### config.mk
export PLATFORM = sky130hd
export DESIGN_NAME = bcp_cmd
export DESIGN_NICKNAME = d
export VERILOG_FILES = /design/src/bcp_pkg.sv /design/src/bcp_power.sv /design/src/bcp_cmd.sv
export VERILOG_INCLUDE_DIRS = /design/src
export SDC_FILE = /design/constraint.sdc
export NUM_CORES = 1
export LEC_CHECK = 0
export ABC_AREA = 1
export CAP_MARGIN = 20
export CORE_ASPECT_RATIO = 2
export CORE_MARGIN = 2
export CORE_UTILIZATION = 40
export CTS_CLUSTER_DIAMETER = 50
export CTS_CLUSTER_SIZE = 25
export DETAILED_ROUTE_END_ITERATION = 8
export DONT_BUFFER_PORTS = 1
export PLACE_DENSITY = 0.62
export SLEW_MARGIN = 30
export SYNTH_ARGS = -nofsm -noshare
export SYNTH_HDL_FRONTEND = slang
export SYNTH_SLANG_ARGS = --single-unit
### constraint.sdc
create_clock -name clk_sys -period 2.2 [get_ports clk_sys]
set_clock_uncertainty 0.05 [all_clocks]
set_input_delay 0.44 -clock clk_sys [delete_from_list [all_inputs] [get_ports clk_sys]]
set_output_delay 0.44 -clock clk_sys [all_outputs]
set_load 0.01 [all_outputs]
### src/bcp_consts.svh
`ifndef BCP_CONSTS_SVH
`define BCP_CONSTS_SVH

// register byte offsets
`define BCP_OFS_CDB0       6'h00
`define BCP_OFS_CDB1       6'h04
`define BCP_OFS_CDB2       6'h08
`define BCP_OFS_CTRL       6'h0c
`define BCP_OFS_STAT       6'h10
`define BCP_OFS_LAST_LBA   6'h14
`define BCP_OFS_BLK_LEN    6'h18
`define BCP_OFS_POWER      6'h1c

// field positions
`define BCP_CTRL_GO_BIT    0

// reset values and low-power threshold of the power setting
`define BCP_RST_LAST_LBA   32'h0000_0000
`define BCP_RST_BLK_LEN    32'h0000_0200
`define BCP_RST_PP         8'h00
`define BCP_PP_LOW_MIN     8'h80

// operation codes
`define BCP_OP_READ10      8'h28
`define BCP_OP_READ_CAP    8'h25
`define BCP_OP_START_STOP  8'h1b

// status and sense codes
`define BCP_ST_GOOD        8'h00
`define BCP_ST_CHECK       8'h02
`define BCP_SK_NONE        8'h00
`define BCP_SK_NOT_READY   8'h02
`define BCP_SK_ILLEGAL     8'h05
`define BCP_ASC_NOT_READY  8'h04
`define BCP_ASC_BAD_OP     8'h20
`define BCP_ASC_BAD_FIELD  8'h24
`define BCP_ASC_LOW_POWER  8'h5e
`define BCP_ASCQ_NONE      8'h00
`define BCP_ASCQ_STOPPED   8'h02

// power condition codes
`define BCP_PC_NONE        4'h0
`define BCP_PC_ACTIVE      4'h1
`define BCP_PC_STANDBY     4'h3
`define BCP_PC_SLEEP       4'h5
`define BCP_PC_DEVCTL      4'h7

`define BCP_CAP_BYTES      4'h8

`endif

### src/bcp_pkg.sv
package bcp_pkg;

   typedef enum logic [3:0] {
      ST_IDLE     = 4'b0000,
      ST_DECODE   = 4'b0001,
      ST_RD_FETCH = 4'b0010,
      ST_RD_WAIT  = 4'b0011,
      ST_RD_LATCH = 4'b0100,
      ST_RD_SEND  = 4'b0101,
      ST_CAP_SEND = 4'b0110,
      ST_PWR      = 4'b0111
   } bcp_state_type;

   typedef enum logic [1:0] {
      PW_IDLE  = 2'b00,
      PW_FLUSH = 2'b01,
      PW_DONE  = 2'b10
   } bcp_pwr_state_type;

endpackage

### src/bcp_power.sv
`timescale 1ns/1ns
`include "bcp_consts.svh"

module bcp_power
   import bcp_pkg::*;
(
   input  wire logic       clk_sys,
   input  wire logic       rst,
   input  wire logic       req,
   input  wire logic [3:0] req_code,
   input  wire logic       flush_done,
   output logic            flush_req,
   output logic            done,
   output logic [3:0]      cond
);

   bcp_pwr_state_type state_reg, state_next;
   logic [3:0]        cond_reg, cond_next, code_reg, code_next;
   logic              flush_reg, flush_next, done_reg, done_next;

   always_comb begin
      state_next = state_reg;
      cond_next  = cond_reg;
      code_next  = code_reg;
      flush_next = flush_reg;
      done_next  = 1'b0;
      unique case (state_reg)
         PW_IDLE: begin
            if (req) begin
               code_next = req_code;
               // dirty cache goes to the medium before standby or sleep
               if (req_code == `BCP_PC_STANDBY || req_code == `BCP_PC_SLEEP) begin
                  flush_next = 1'b1;
                  state_next = PW_FLUSH;
               end else begin
                  state_next = PW_DONE;
               end
            end
         end
         PW_FLUSH: begin
            if (flush_done) begin
               flush_next = 1'b0;
               state_next = PW_DONE;
            end
         end
         PW_DONE: begin
            // same condition again is simply taken
            cond_next  = code_reg;
            done_next  = 1'b1;
            state_next = PW_IDLE;
         end
      endcase
   end

   always_ff @(posedge clk_sys) begin
      if (rst) begin
         state_reg <= PW_IDLE;
         cond_reg  <= `BCP_PC_ACTIVE;
         code_reg  <= `BCP_PC_NONE;
         flush_reg <= 1'b0;
         done_reg  <= 1'b0;
      end else begin
         state_reg <= state_next;
         cond_reg  <= cond_next;
         code_reg  <= code_next;
         flush_reg <= flush_next;
         done_reg  <= done_next;
      end
   end

   assign flush_req = flush_reg;
   assign done      = done_reg;
   assign cond      = cond_reg;

endmodule // bcp_power

### src/bcp_cmd.sv
// Operation
// read command 28h returns newest block data
// address field names first block read
// transfer exactly length blocks; zero is good
// initiator packs address and length big-endian
// capacity command 25h reports current capacity
// capacity data precedes good status
// last address then block length, MSB first
// no medium: check, not ready, 04h
// start/stop 1Bh sets access and power
// initiator places immed, power, loej, start
// immed gives status early, else after
// nonzero power condition ignores start and loej
// decode power codes; reserved codes rejected
// flush cache before standby or sleep
// initiator may need reset after sleep
// device-controlled level limited by setting
// too much power: check, 05h, 5Eh/00h
// same power condition again is no error
// start bit stops or readies the unit
// loej with start loads, without ejects
// initiator sets control byte to zero
//
// Chosen here: the Wishbone interface to the registers and the register addresses.
`timescale 1ns/1ns
`include "bcp_consts.svh"

module bcp_cmd
   import bcp_pkg::*;
(
   input  wire logic        clk_sys,
   input  wire logic        rst,
   input  wire logic        wb_cyc_i,
   input  wire logic        wb_stb_i,
   input  wire logic        wb_we_i,
   input  wire logic [5:0]  wb_adr_i,
   input  wire logic [3:0]  wb_sel_i,
   input  wire logic [31:0] wb_dat_i,
   output logic [31:0]      wb_dat_o,
   output logic             wb_ack_o,
   input  wire logic        medium_present,
   output logic [7:0]       media_lba_hi,
   output logic [31:0]      media_lba,
   output logic [31:0]      media_offset,
   output logic             media_rd_en,
   input  wire logic [7:0]  media_rd_data,
   output logic [7:0]       data_byte,
   output logic             data_valid,
   input  wire logic        data_ready,
   output logic             status_valid,
   output logic [7:0]       status_code,
   output logic             flush_req,
   input  wire logic        flush_done,
   output logic             eject_pulse,
   output logic             load_pulse,
   output logic             unit_ready,
   output logic [3:0]       power_cond
);

   function automatic logic [31:0] wr_mask(input logic [31:0] old_v, input logic [31:0] new_v,
                                           input logic [3:0] sel);
      logic [31:0] r;
      r = old_v;
      for (int i = 0; i < 4; i++) begin
         if (sel[i]) begin
            r[i*8 +: 8] = new_v[i*8 +: 8];
         end
      end
      return r;
   endfunction

   ////////////////////////////////////////////////////////////////////////////////
   // pin synchroniser
   logic med_meta_reg, med_sync_reg;

   always_ff @(posedge clk_sys) begin
      if (rst) begin
         med_meta_reg <= 1'b0;
         med_sync_reg <= 1'b0;
      end else begin
         med_meta_reg <= medium_present;
         med_sync_reg <= med_meta_reg;
      end
   end

   ////////////////////////////////////////////////////////////////////////////////
   // state
   bcp_state_type state_reg, state_next;
   logic [31:0] cdb0_reg, cdb0_next, cdb1_reg, cdb1_next, cdb2_reg, cdb2_next;
   logic [31:0] last_lba_reg, last_lba_next, blk_len_reg, blk_len_next;
   logic [7:0]  pp_reg, pp_next;
   logic [31:0] rdat_reg, rdat_next;
   logic        ack_reg, ack_next, done_reg, done_next, ready_reg, ready_next;
   logic [31:0] lba_reg, lba_next, off_reg, off_next;
   logic [15:0] blk_cnt_reg, blk_cnt_next;
   logic [63:0] shift_reg, shift_next;
   logic [3:0]  cap_cnt_reg, cap_cnt_next;
   logic [7:0]  dbyte_reg, dbyte_next;
   logic        dval_reg, dval_next, rden_reg, rden_next, stv_reg, stv_next;
   logic [7:0]  st_reg, st_next, sk_reg, sk_next, asc_reg, asc_next, ascq_reg, ascq_next;
   logic        immed_reg, immed_next, ej_reg, ej_next, ld_reg, ld_next;
   logic        pwr_req, pwr_done;
   logic [3:0]  pwr_code, cond;

   // fields of the latched command block
   logic [7:0]  opcode, cdb4;
   logic [31:0] cdb_lba;
   logic [15:0] cdb_len;
   logic [3:0]  cdb_pc;
   logic        low_power, busy, wb_req, go_wr;

   assign opcode   = cdb0_reg[7:0];
   assign cdb_lba  = {cdb0_reg[23:16], cdb0_reg[31:24], cdb1_reg[7:0], cdb1_reg[15:8]};
   assign cdb_len  = {cdb1_reg[31:24], cdb2_reg[7:0]};
   assign cdb4     = cdb1_reg[7:0];
   assign cdb_pc   = cdb4[7:4];
   assign pwr_code = cdb_pc;

   // device-controlled mode borrows the setting to decide how low it may go
   assign low_power = (cond == `BCP_PC_STANDBY) || (cond == `BCP_PC_SLEEP) ||
                      (cond == `BCP_PC_DEVCTL && pp_reg >= `BCP_PP_LOW_MIN);
   assign busy      = (state_reg != ST_IDLE);
   assign wb_req    = wb_cyc_i && wb_stb_i && !ack_reg;
   assign go_wr     = wb_req && wb_we_i && wb_adr_i == `BCP_OFS_CTRL && wb_sel_i[0] &&
                      wb_dat_i[`BCP_CTRL_GO_BIT];

   ////////////////////////////////////////////////////////////////////////////////
   // next-state logic
   always_comb begin
      state_next    = state_reg;
      cdb0_next     = cdb0_reg;
      cdb1_next     = cdb1_reg;
      cdb2_next     = cdb2_reg;
      last_lba_next = last_lba_reg;
      blk_len_next  = blk_len_reg;
      pp_next       = pp_reg;
      rdat_next     = 32'h0000_0000;
      ack_next      = wb_req;
      done_next     = done_reg;
      ready_next    = ready_reg;
      lba_next      = lba_reg;
      off_next      = off_reg;
      blk_cnt_next  = blk_cnt_reg;
      shift_next    = shift_reg;
      cap_cnt_next  = cap_cnt_reg;
      dbyte_next    = dbyte_reg;
      dval_next     = dval_reg;
      rden_next     = 1'b0;
      stv_next      = 1'b0;
      st_next       = st_reg;
      sk_next       = sk_reg;
      asc_next      = asc_reg;
      ascq_next     = ascq_reg;
      immed_next    = immed_reg;
      ej_next       = 1'b0;
      ld_next       = 1'b0;
      pwr_req       = 1'b0;

      // bus slave: one wait state, unmapped reads give zero, unmapped writes drop
      if (wb_req && wb_we_i && !busy) begin
         unique case (wb_adr_i)
            `BCP_OFS_CDB0:     cdb0_next     = wr_mask(cdb0_reg, wb_dat_i, wb_sel_i);
            `BCP_OFS_CDB1:     cdb1_next     = wr_mask(cdb1_reg, wb_dat_i, wb_sel_i);
            `BCP_OFS_CDB2:     cdb2_next     = wr_mask(cdb2_reg, wb_dat_i, wb_sel_i);
            `BCP_OFS_LAST_LBA: last_lba_next = wr_mask(last_lba_reg, wb_dat_i, wb_sel_i);
            `BCP_OFS_BLK_LEN:  blk_len_next  = wr_mask(blk_len_reg, wb_dat_i, wb_sel_i);
            `BCP_OFS_POWER:    if (wb_sel_i[1]) pp_next = wb_dat_i[15:8];
            default: ;
         endcase
      end
      if (wb_req && !wb_we_i) begin
         unique case (wb_adr_i)
            `BCP_OFS_CDB0:     rdat_next = cdb0_reg;
            `BCP_OFS_CDB1:     rdat_next = cdb1_reg;
            `BCP_OFS_CDB2:     rdat_next = cdb2_reg;
            `BCP_OFS_CTRL:     rdat_next = {28'h0000_000, med_sync_reg, ready_reg, done_reg,
                                            busy || stv_reg};
            `BCP_OFS_STAT:     rdat_next = {ascq_reg, asc_reg, sk_reg, st_reg};
            `BCP_OFS_LAST_LBA: rdat_next = last_lba_reg;
            `BCP_OFS_BLK_LEN:  rdat_next = blk_len_reg;
            `BCP_OFS_POWER:    rdat_next = {16'h0000, pp_reg, 4'h0, cond};
            default:           rdat_next = 32'h0000_0000;
         endcase
      end

      unique case (state_reg)
         ST_IDLE: begin
            // go while busy is ignored
            if (go_wr) begin
               done_next  = 1'b0;
               state_next = ST_DECODE;
            end
         end
         ST_DECODE: begin
            stv_next   = 1'b1;
            st_next    = `BCP_ST_CHECK;
            sk_next    = `BCP_SK_ILLEGAL;
            asc_next   = `BCP_ASC_BAD_OP;
            ascq_next  = `BCP_ASCQ_NONE;
            state_next = ST_IDLE;
            unique case (opcode)
               `BCP_OP_READ10: begin
                  if (!med_sync_reg || !ready_reg) begin
                     sk_next   = `BCP_SK_NOT_READY;
                     asc_next  = `BCP_ASC_NOT_READY;
                     ascq_next = med_sync_reg ? `BCP_ASCQ_STOPPED : `BCP_ASCQ_NONE;
                  end else if (low_power) begin
                     asc_next = `BCP_ASC_LOW_POWER;
                  end else if (cdb_len == 16'h0000) begin
                     st_next  = `BCP_ST_GOOD;
                     sk_next  = `BCP_SK_NONE;
                     asc_next = `BCP_ASCQ_NONE;
                  end else begin
                     stv_next     = 1'b0;
                     lba_next     = cdb_lba;
                     off_next     = 32'h0000_0000;
                     blk_cnt_next = cdb_len;
                     state_next   = ST_RD_FETCH;
                  end
               end
               `BCP_OP_READ_CAP: begin
                  if (!med_sync_reg) begin
                     sk_next   = `BCP_SK_NOT_READY;
                     asc_next  = `BCP_ASC_NOT_READY;
                     ascq_next = ready_reg ? `BCP_ASCQ_NONE : `BCP_ASCQ_STOPPED;
                  end else if (cond == `BCP_PC_SLEEP) begin
                     asc_next = `BCP_ASC_LOW_POWER;
                  end else begin
                     stv_next     = 1'b0;
                     dbyte_next   = last_lba_reg[31:24];
                     dval_next    = 1'b1;
                     shift_next   = {last_lba_reg[23:0], blk_len_reg, 8'h00};
                     cap_cnt_next = `BCP_CAP_BYTES;
                     state_next   = ST_CAP_SEND;
                  end
               end
               `BCP_OP_START_STOP: begin
                  st_next  = `BCP_ST_GOOD;
                  sk_next  = `BCP_SK_NONE;
                  asc_next = `BCP_ASCQ_NONE;
                  if (cdb_pc == 4'h4 || cdb_pc == 4'h6 || cdb_pc[3]) begin
                     st_next  = `BCP_ST_CHECK;
                     sk_next  = `BCP_SK_ILLEGAL;
                     asc_next = `BCP_ASC_BAD_FIELD;
                  end else if (cdb_pc != `BCP_PC_NONE) begin
                     // start and loej play no part here
                     pwr_req    = 1'b1;
                     immed_next = cdb0_reg[8];
                     stv_next   = cdb0_reg[8];
                     state_next = ST_PWR;
                  end else begin
                     ready_next = cdb4[0];
                     ej_next    = cdb4[1] && !cdb4[0];
                     ld_next    = cdb4[1] && cdb4[0];
                  end
               end
               default: ;
            endcase
         end
         ST_RD_FETCH: begin
            rden_next  = 1'b1;
            state_next = ST_RD_WAIT;
         end
         ST_RD_WAIT: begin
            state_next = ST_RD_LATCH;
         end
         ST_RD_LATCH: begin
            dbyte_next = media_rd_data;
            dval_next  = 1'b1;
            state_next = ST_RD_SEND;
         end
         ST_RD_SEND: begin
            if (data_ready) begin
               dval_next  = 1'b0;
               off_next   = off_reg + 32'h0000_0001;
               state_next = ST_RD_FETCH;
               if (off_reg == blk_len_reg - 32'h0000_0001) begin
                  off_next     = 32'h0000_0000;
                  lba_next     = lba_reg + 32'h0000_0001;
                  blk_cnt_next = blk_cnt_reg - 16'h0001;
                  if (blk_cnt_reg == 16'h0001) begin
                     stv_next   = 1'b1;
                     st_next    = `BCP_ST_GOOD;
                     sk_next    = `BCP_SK_NONE;
                     asc_next   = `BCP_ASCQ_NONE;
                     ascq_next  = `BCP_ASCQ_NONE;
                     state_next = ST_IDLE;
                  end
               end
            end
         end
         ST_CAP_SEND: begin
            if (data_ready) begin
               dbyte_next   = shift_reg[63:56];
               shift_next   = {shift_reg[55:0], 8'h00};
               cap_cnt_next = cap_cnt_reg - 4'h1;
               if (cap_cnt_reg == 4'h1) begin
                  // status only after the last capacity byte is taken
                  dval_next  = 1'b0;
                  stv_next   = 1'b1;
                  st_next    = `BCP_ST_GOOD;
                  sk_next    = `BCP_SK_NONE;
                  asc_next   = `BCP_ASCQ_NONE;
                  ascq_next  = `BCP_ASCQ_NONE;
                  state_next = ST_IDLE;
               end
            end
         end
         ST_PWR: begin
            if (pwr_done) begin
               stv_next   = !immed_reg;
               state_next = ST_IDLE;
            end
         end
      endcase
      if (stv_next) begin
         done_next = 1'b1;
      end
   end

   ////////////////////////////////////////////////////////////////////////////////
   // registers
   always_ff @(posedge clk_sys) begin
      if (rst) begin
         state_reg    <= ST_IDLE;
         cdb0_reg     <= 32'h0000_0000;
         cdb1_reg     <= 32'h0000_0000;
         cdb2_reg     <= 32'h0000_0000;
         last_lba_reg <= `BCP_RST_LAST_LBA;
         blk_len_reg  <= `BCP_RST_BLK_LEN;
         pp_reg       <= `BCP_RST_PP;
         rdat_reg     <= 32'h0000_0000;
         ack_reg      <= 1'b0;
         done_reg     <= 1'b0;
         ready_reg    <= 1'b1;
         lba_reg      <= 32'h0000_0000;
         off_reg      <= 32'h0000_0000;
         blk_cnt_reg  <= 16'h0000;
         shift_reg    <= 64'h0000_0000_0000_0000;
         cap_cnt_reg  <= 4'h0;
         dbyte_reg    <= 8'h00;
         dval_reg     <= 1'b0;
         rden_reg     <= 1'b0;
         stv_reg      <= 1'b0;
         st_reg       <= `BCP_ST_GOOD;
         sk_reg       <= `BCP_SK_NONE;
         asc_reg      <= `BCP_ASCQ_NONE;
         ascq_reg     <= `BCP_ASCQ_NONE;
         immed_reg    <= 1'b0;
         ej_reg       <= 1'b0;
         ld_reg       <= 1'b0;
      end else begin
         state_reg    <= state_next;
         cdb0_reg     <= cdb0_next;
         cdb1_reg     <= cdb1_next;
         cdb2_reg     <= cdb2_next;
         last_lba_reg <= last_lba_next;
         blk_len_reg  <= blk_len_next;
         pp_reg       <= pp_next;
         rdat_reg     <= rdat_next;
         ack_reg      <= ack_next;
         done_reg     <= done_next;
         ready_reg    <= ready_next;
         lba_reg      <= lba_next;
         off_reg      <= off_next;
         blk_cnt_reg  <= blk_cnt_next;
         shift_reg    <= shift_next;
         cap_cnt_reg  <= cap_cnt_next;
         dbyte_reg    <= dbyte_next;
         dval_reg     <= dval_next;
         rden_reg     <= rden_next;
         stv_reg      <= stv_next;
         st_reg       <= st_next;
         sk_reg       <= sk_next;
         asc_reg      <= asc_next;
         ascq_reg     <= ascq_next;
         immed_reg    <= immed_next;
         ej_reg       <= ej_next;
         ld_reg       <= ld_next;
      end
   end

   ////////////////////////////////////////////////////////////////////////////////
   // power condition keeper
   bcp_power u_power (
      .clk_sys    (clk_sys),
      .rst        (rst),
      .req        (pwr_req),
      .req_code   (pwr_code),
      .flush_done (flush_done),
      .flush_req  (flush_req),
      .done       (pwr_done),
      .cond       (cond)
   );

   assign wb_dat_o     = rdat_reg;
   assign wb_ack_o     = ack_reg;
   assign media_lba_hi = 8'h00;
   assign media_lba    = lba_reg;
   assign media_offset = off_reg;
   assign media_rd_en  = rden_reg;
   assign data_byte    = dbyte_reg;
   assign data_valid   = dval_reg;
   assign status_valid = stv_reg;
   assign status_code  = st_reg;
   assign eject_pulse  = ej_reg;
   assign load_pulse   = ld_reg;
   assign unit_ready   = ready_reg;
   assign power_cond   = cond;

endmodule // bcp_cmd

## Word level (Yosys, flattened, before mapping)

Cells that the tools add are included.

| operators by class | value |
|---|---|
| add/subtract/negate cells | 5 |
| magnitude comparators | 1 |
| equal/unequal tests | 46 |
| muxes and demuxes | 124 |
| bitwise operators | 5 |
| reduce and logical (&&, ||, !) cells | 75 |

Operators with widths:

| operator | number |
|---|---|
| $mux 32 | 12 |
| $mux 64 | 4 |
| $pmux 32 s8 | 1 |
| $pmux 32 s2 | 2 |
| $pmux 64 s2 | 1 |
| $pmux 8 s3 | 5 |
| $mux 16 | 6 |
| $mux 8 | 9 |
| $add 32x1->32 const B | 2 |
| $reduce_and 3->1 | 21 |
| $eq 4x3->1 const B | 9 |
| $mux 4 | 9 |
| $eq 32x32->1 | 1 |
| $mux 2 | 16 |
| $pmux 16 s2 | 1 |
| $pmux 4 s8 | 1 |
| $sub 32x1->32 const B | 1 |
| $mux 1 | 31 |
| $mux 7 | 4 |
| $mux 3 | 9 |
| $ne 2x2->1 const B | 13 |
| $eq 6x5->1 const B | 4 |
| $pmux 7 s3 | 1 |
| $pmux 3 s3 | 2 |
| other kinds (38) | 91 |

| storage, ports and cells | value |
|---|---|
| bits in registers | 415 |
| input port bits | 58 |
| output and inout port bits | 132 |
| logic and storage cells | 305 |

## Depth between registers and ports, before layout

Gate-level depths: netlist of the first run.

| logic depth | value |
|---|---|
| word-level depth | 9 |
| depth in mapped cells | 22 |

## Hierarchy

A second synthesis of the first run with hierarchy kept.

| second synthesis, totals | value |
|---|---|
| cell total of the unflattened synthesis | 2736 |
| area total of the unflattened synthesis | 18806.8 sq um |

Modules (own cells, without submodules):

| module | instances | cells each | area an instance (sq um) | sequential area each (sq um) |
|---|---|---|---|---|
| bcp_cmd | 1 | 2665 | 18281.3 | 7387.1 |
| bcp_power | 1 | 71 | 525.5 | 240.2 |

## Least setup slack after synthesis of the first run

Ideal clock, no wire load.

| timing path | value |
|---|---|
| path type | register -> register |
| from | register blk_len_reg[0] |
| to | register lba_reg[11] (netlist: media_lba[11]) |
| library setup time | 0.113 ns |
| data arrival time | 2.162 ns |
| required time | 2.037 ns |
| setup slack | -0.125 ns |
| stages on the path, launching flop included | 21 |
| path buffers | 3 |
| cells stage by stage | dfxtp_1 -> inv_2 -> ha_1 -> nand3_2 -> nor2_2 -> buf_6 -> nand3_1 -> nand2_1 -> nand2_1 -> inv_2 -> nand2_1 -> nor2_1 -> nand2_1 -> nor2_2 -> nand3_1 -> nand2_2 -> nand2_4 -> buf_6 -> buf_2 -> nor2_1 -> nor2_1 |

| on the way | value |
|---|---|
| cells in the longest elaborated chain, start to end | 4 |

RTL lines:

| what | RTL line | RTL |
|---|---|---|
| start: declaration | bcp_cmd.sv:90 | `logic [31:0] last_lba_reg, last_lba_next, blk_len_reg, blk_len_next;` |
| start signal: assignment | bcp_cmd.sv:330 | `` blk_len_reg <= `BCP_RST_BLK_LEN; `` |
| start signal: assignment | bcp_cmd.sv:358 | `blk_len_reg <= blk_len_next;` |
| $sub 32x1->32 | bcp_cmd.sv:277 | `if (off_reg == blk_len_reg - 32'h0000_0001) begin` |
| $eq 32x32->1 | bcp_cmd.sv:277 |  |
| $ne 2x2->1 (no line) | -- |  |
| $reduce_and 7->1 (no line) | -- |  |
| end signal: assignment | bcp_cmd.sv:364 | `lba_reg <= lba_next;` |
| end: declaration | bcp_cmd.sv:94 | `logic [31:0] lba_reg, lba_next, off_reg, off_next;` |

Every way passes these cells.
A chain may end at the register's enable or synchronous reset.

## Worst setup path after layout of the first run

| timing path | value |
|---|---|
| from | register blk_len_reg[17] |
| to | register sk_reg[1] |

| on the way | value |
|---|---|
| cells in the longest elaborated chain, start to end | 4 |

RTL lines:

| what | RTL line | RTL |
|---|---|---|
| $sub 32x1->32 | bcp_cmd.sv:277 |  |
| $eq 32x32->1 | bcp_cmd.sv:277 |  |
| $ne 2x2->1 (no line) | -- |  |
| $reduce_and 6->1 (no line) | -- |  |
| end signal: assignment | bcp_cmd.sv:346 | `` sk_reg <= `BCP_SK_NONE; `` |
| end signal: assignment | bcp_cmd.sv:374 | `sk_reg <= sk_next;` |
| end: declaration | bcp_cmd.sv:100 | `logic [7:0] st_reg, st_next, sk_reg, sk_next, asc_reg, asc_next, ascq_reg, ascq_next;` |

Every way passes these cells.

==> impl_metrics.yaml, run 1 <==
route:
  routed_wl_um: 74700
  wl_per_cell_um: 20.6
  ant_nets: 0
  dr.first_iter.drc_count: 1382
  vias: 19800
  drc_errors: 0
  avgViaCountPerCell: 5.43
  first_pass_iters: 5
power:
  vdd_ir_drop_max_mv: 0.514
  leakage_nw: 9.79
  p_per_area_nw_per_um2: 612
worst_setup_path:
  worstSetupPathType: "reg2reg"
  required_ns: 2.63
  worstPathMaxFanout: 5
  rr_worst_depth: 18
  r2r-start: "blk_len_reg[17]"
  cp_top_family: "simple AND/OR/NAND/NOR gates"
  regToRegEndpoint: "sk_reg[1]"
  cp_slowest_stage_delay_ns: 0.37
  cp.arrival_ns: 3.07
  path_cells: "nor2_2 > nand2_2 > buf_4 > nor2_2 > nand2_1 > nor2_1 > nand2_1 > nand2_2 > nand4_1 > nor2_2 > buf_4 > buf_4 > nand4_1 > nand2_2 > buf_6 > nand3_1 > nand2_1 > nor2_1"
  crit_path_start_kind: "register"
  cp-startpoint: "blk_len_reg[17]"
  endpoint_kind: "register"
  worstPathBufferInverterCount: 4
  rrSetupSlack_ns: -0.44
  crit_slowest_cell: "dfxtp_2"
global_route:
  grt_usage_pct: 30.2
  antenna_found_initial: 2
  grt_pass1_wl_um: 112000
  grt_max_degree: 68
  grt_pass1_vias: 19700
  grt_busiest_layer: "met2"
  use_met1_pct: 31.1
  use_met2_pct: 55.3
  gr-usage-met3_pct: 3.80
  overflow: 0
final_layout:
  final_common_cell: "nand2_1"
  multi_input_area_um2: 9460
  area_growth_pct: 28.6
  postLayoutCoreUtil_pct: 52.2
  most-common-layout-cells: "nand2_1, buf_4, dfxtp_1"
  nNetsFinal: 3112
  final_cells: 3635
  fin_area_um2: 23900
  regArea_um2: 7640
  largest_reg_flops: 56
  layout-drive-gt1-share_pct: 19.9
  num-fill-cells: 4465
clock_network:
  cts_buffer_depth: 3
  tritoncts: "done"
  clockRootBuffer: "clkbuf_16"
  htreeDepth: 1
  cts_buffers: 28
  cts_hold_buf: 41
  cts.clk_slew.worst_paths_ns: 0.09
  numClockSinks: 381
  clock_latency_ns: 0.61
synth:
  yosys.cell_types.count: 54
  synth_cells: 2683
  synth_area_um2: 18600
  yosysWarnings: 0
  ys_ff_latch: 381
  seq_area_frac_synth_pct: 41.0
  avgSynthCellArea_um2: 6.93
worst_hold_path:
  hold_path_end: "asc_reg[2]"
  hold_start: "rst"
  min_path_cells: 1
  holdCritPathClass: "in2reg"
timing:
  grt_setup_unrepaired: "yes"
  post-route-period-util_pct: 120
  worst_slack_ns: -0.441
  setup_violations: 90
  worst_slew_pin_slew_ns: 0.704
  relSlewSlack_pct: 51.8
  fin_tns_setup_ns: -34.11
  finalHoldViolCount: 53
  slew_violations: 0
  holdWs_ns: -0.142
  fin_crit_ns: 2.64
  max_freq_mhz: 379
placement:
  gp_congestion: 1.01
  dpl_cell_area_um2: 22000
  placed_cells: 3526
  place.port_buffers: 0
  hpwlAfterDp_um: 57500
run_status:
  status: "finished, violations left"
  violations: "negative hold slack, negative setup slack"
floorplanning:
  start_util_pct: 40.6
  die_x_um: 156
  dieArea_um2: 48300
  num_io_pins: 190
  die_y_um: 309
  core_area_um2: 45800
  rows: 111
run:
  maxCapViolCount: 0
synthesized netlist by cell type (all sizes together):
| cell | count | share of area (%) |
|---|---|---|
| a2111oi | 1 | 0.047 |
| a211o | 1 | 0.047 |
| a211oi | 9 | 0.36 |
| a21oi | 260 | 7.0 |
| a221oi | 12 | 0.57 |
| a22oi | 21 | 0.85 |
| a2bb2oi | 1 | 0.047 |
| a31o | 1 | 0.047 |
| a31oi | 64 | 2.2 |
| a41oi | 1 | 0.047 |
| and3 | 1 | 0.034 |
| buf | 54 | 1.8 |
| clkbuf | 93 | 1.9 |
| clkinv | 5 | 0.10 |
| conb | 1 | 0.020 |
| dfxtp | 381 | 41 |
| ha | 10 | 0.67 |
| inv | 313 | 6.3 |
| nand2 | 518 | 11 |
| nand3 | 124 | 3.4 |
| nand3b | 7 | 0.28 |
| nand4 | 28 | 0.94 |
| nor2 | 285 | 6.0 |
| nor3 | 58 | 1.6 |
| nor3b | 7 | 0.28 |
| nor4 | 10 | 0.37 |
| o2111ai | 1 | 0.047 |
| o211ai | 3 | 0.12 |
| o21a | 2 | 0.081 |
| o21ai | 282 | 7.6 |
| o21bai | 2 | 0.081 |
| o221ai | 9 | 0.42 |
| o22ai | 36 | 1.2 |
| o311ai | 1 | 0.047 |
| o31ai | 3 | 0.12 |
| or2 | 1 | 0.034 |
| or3 | 1 | 0.034 |
| xnor2 | 10 | 0.47 |
| xnor3 | 1 | 0.12 |
| xor2 | 65 | 3.1 |
per-stage QoR:
step / setup WS [ns] / power (mW)
after floorplan: 0.00274 / 8.26
after global placement: -0.610 / 8.90
after detailed placement: -0.649 / 8.94
after CTS: -0.486 / 14.7
after global routing: -0.573 / 15.1
final: -0.441 / 14.6
timing repair:
action / 4_1_cts / 5_1_grt
cloned: 0 / 2
hold endpoints to repair: 173 / 53
gates resized for setup: 34 / 85
buffers inserted: 5 / 6
pin swaps: 10 / 15
setup endpoints to repair: 169 / 224
area by class of cell:
class | count | area share (%)
Clock buffer | 32 | 3.17
Clock inverter | 18 | 1.03
Multi-Input combinational cell | 1851 | 39.6
Inverter | 318 | 5.04
Antenna cell | 6 | 0.0628
Timing Repair Buffer | 464 | 16.2
Tap cell | 565 | 2.96
Sequential cell | 381 | 32.0
metal layers:
metal	up-vias	share of wire, %
met4	0	8.6
met5	-	0
li1	9591	-
met1	9146	35
met2	773	51
met3	241	5.7
logic make-up after synthesis:
| logic type | Yosys count | synth area share (%) |
|---|---|---|
| AOI/OAI and AO/OA | 710 | 20.9 |
| xor gates and xnor gates | 76 | 3.65 |
| adders and majority gates | 10 | 0.673 |
| buffers and inverters | 465 | 10.1 |
| DFF | 381 | 41.0 |
| other | 1 | 0.0202 |
| and+or+nand+nor | 1040 | 23.6 |
worst max path at each step:
stage | endpoint | depth (start not counted)
floorplan | blk_cnt_reg[12] | 21
global placement | asc_reg[4] | 16
detailed placement | sk_reg[1] | 19
CTS | media_offset[9] | 19
global route | media_lba[5] | 22
finish | sk_reg[1] | 18
power by group:
group	internal (mW)	total [mW]	switching [mW]
clock	2.66	5.65	2.98
sequential	7.09	7.27	0.179
combinational	0.690	1.72	1.03
total	10.4	14.6	4.19
Note: power is estimated with default switching activity, not from simulation.
==> run 2, diff against run 1 <==
--- a/config.mk
+++ b/config.mk
@@ -9,7 +9,7 @@
 export ABC_AREA = 1
 export CAP_MARGIN = 20
 export CORE_ASPECT_RATIO = 2
-export CORE_MARGIN = 2
+export CORE_MARGIN = 1
 export CORE_UTILIZATION = 40
 export CTS_CLUSTER_DIAMETER = 50
 export CTS_CLUSTER_SIZE = 25
==> run 2 against run 1 <==
The flow still finishes with violations (negative hold slack, negative setup slack); die area fell by 1.9%; cell count increased by 1.6%; worst setup slack got worse by 0.088 ns; critical path depth is 3 higher.
==> impl_metrics.yaml, run 2 (synthesized netlist as in run 1, its figures left out) <==
clock_network:
  cts.clk_slew.worst_paths_ns: 0.09
  cts_buffer_depth: 3
  numClockSinks: 381
  tritoncts: "done"
  htreeDepth: 1
  cts_buffers: 30
  clockRootBuffer: "clkbuf_16"
  clock_latency_ns: 0.62
global_route:
  antenna_found_initial: 5
  overflow: 0
  grt_pass1_vias: 19800
  grt_pass1_wl_um: 114000
  grt_usage_pct: 31.6
  grt_max_degree: 63
floorplanning:
  core_area_um2: 45800
  dieArea_um2: 47400
  rows: 111
  die_y_um: 307
  num_io_pins: 190
  die_x_um: 154
  start_util_pct: 40.6
route:
  vias: 20600
  ant_nets: 0
  wl_per_cell_um: 21.5
  routed_wl_um: 79600
  avgViaCountPerCell: 5.57
  drc_errors: 0
  dr.first_iter.drc_count: 1719
  first_pass_iters: 7
worst_setup_path:
  cp-startpoint: "blk_len_reg[1]"
  crit_path_start_kind: "register"
  cp.arrival_ns: 3.18
  rrSetupSlack_ns: -0.53
  r2r-start: "blk_len_reg[1]"
  endpoint_kind: "register"
  worstPathMaxFanout: 8
  regToRegEndpoint: "sk_reg[0]"
  worstSetupPathType: "reg2reg"
  required_ns: 2.65
  rr_worst_depth: 21
timing:
  slew_violations: 0
  post-route-period-util_pct: 124
  finalHoldViolCount: 53
  worst_slack_ns: -0.529
  fin_crit_ns: 2.73
  grt_setup_unrepaired: "yes"
  relSlewSlack_pct: 53.4
  setup_violations: 90
  worst_slew_pin_slew_ns: 0.699
  fin_tns_setup_ns: -41.67
  max_freq_mhz: 366
  holdWs_ns: -0.155
placement:
  place.port_buffers: 0
  placed_cells: 3544
  gp_congestion: 1.03
  hpwlAfterDp_um: 58300
run_status:
  violations: "negative hold slack, negative setup slack"
  status: "finished, violations left"
power:
  netSwitchingFraction_pct: 30.0
  comb_power_share_pct: 11.9
  pwr-share-clk_pct: 41.2
  seq_power_share_pct: 47.0
  p_int_mw: 10.8
  fin_total_pwr_mw: 15.5
  p_per_area_nw_per_um2: 608
  leakage_nw: 10.4
  vdd_ir_drop_max_mv: 0.725
  switchingPower_mw: 4.64
final_layout:
  most-common-layout-cells: "nand2_1, buf_4, dfxtp_1"
  final_common_cell: "nand2_1"
  postLayoutCoreUtil_pct: 55.6
  final_cells: 3694
  num-fill-cells: 4381
  largest_reg_flops: 56
  layout-drive-gt1-share_pct: 24.3
  area_growth_pct: 37.1
  nNetsFinal: 3168
worst_hold_path:
  hold_path_end: "media_offset[21]"
  hold_start: "rst"
  holdCritPathClass: "in2reg"
  min_path_cells: 1
run:
  maxCapViolCount: 0
==> run 2: cell types whose count changed in the layout (fill, tap and decap cells not counted), sizes merged <==
cell         delta
buf            +38
bufinv          +1
clkbuf         +14
clkinv          -1
diode           -1
dlygate4sd3     -1
inv             +7
nand2           +2
==> run 2: how the worst max path moves through the flow <==
stage | cells past startpoint | slack [ns] | endpoint
after floorplan | 21 | 0.003 | blk_cnt_reg[12]
after global placement | 16 | -0.76 | blk_cnt_reg[8]
after detailed placement | 16 | -0.78 | asc_reg[4]
after CTS | 20 | -0.52 | sk_reg[0]
after global routing | 20 | -0.64 | sk_reg[0]
final | 21 | -0.53 | sk_reg[0]
==> run 2: layer usage <==
metal | part of all wire [%] | track usage (%) | vias to the layer above
met5 | 0 | 0 | -
li1 | - | - | 9693
met2 | 52 | 58.7 | 848
met4 | 8.7 | 24.3 | 0
met3 | 5.4 | 3.54 | 286
met1 | 34 | 31.8 | 9741
==> run 2: worst max-delay path: stages, from the launching register on <==
cell and delay, ns:
dfxtp_2 0.35, inv_4 0.07, ha_4 0.14, nand3_4 0.12, nor2_4 0.14, buf_12 0.14, buf_6 0.11, nand3_2 0.07
nand2_1 0.06, nand2_1 0.06, inv_2 0.04, nand2_1 0.05, nor2_2 0.14, nand2_2 0.08, nor2_4 0.18, buf_6 0.11
nand4_1 0.18, nand2_2 0.17, buf_6 0.16, nand3_2 0.06, nand2_1 0.07, nor2_1 0.04
==> run 2: repair_timing <==
action,in CTS,in global routing
hold buffers,39,1
buffers inserted,7,17
pin swaps,24,62
gates cloned,2,26
setup endpoints to repair,237,203
hold endpoints to repair,181,54
gates resized for setup,84,221
==> run 2: area by class of cell <==
cell class	count	area (µm²)	area share (%)
Multi-Input combinational cell	1853	10100	39.5
Antenna cell	5	12.5	0.0491
Inverter	318	1230	4.82
Clock buffer	31	776	3.04
Sequential cell	381	7650	30.0
Clock inverter	25	383	1.50
Tap cell	565	707	2.77
Timing Repair Buffer	516	4680	18.4
==> run 2: power by group through the flow <==
stage | registers (mW) | logic [mW] | clock network, mW
after floorplan | 7.39 | 0.865 | 0
after global placement | 7.43 | 1.49 | 0
after detailed placement | 7.43 | 1.52 | 0
after CTS | 7.27 | 1.69 | 6.44
after global routing | 7.30 | 1.99 | 6.68
final | 7.28 | 1.84 | 6.38
==> run 2: through the flow <==
| step | worst slack (ns) | instance area (µm²) | hold slack, ns |
|---|---|---|---|
| 5_1_grt | -0.637 | 25500 | -0.160 |
| 3_3_place_gp | -0.757 | 22100 | 0.352 |
| 3_5_place_dp | -0.777 | 22100 | 0.367 |
| 6_report | -0.529 | 25500 | -0.155 |
| 2_1_floorplan | 0.00274 | 18700 | 0.338 |
| 4_1_cts | -0.516 | 24100 | -0.167 |
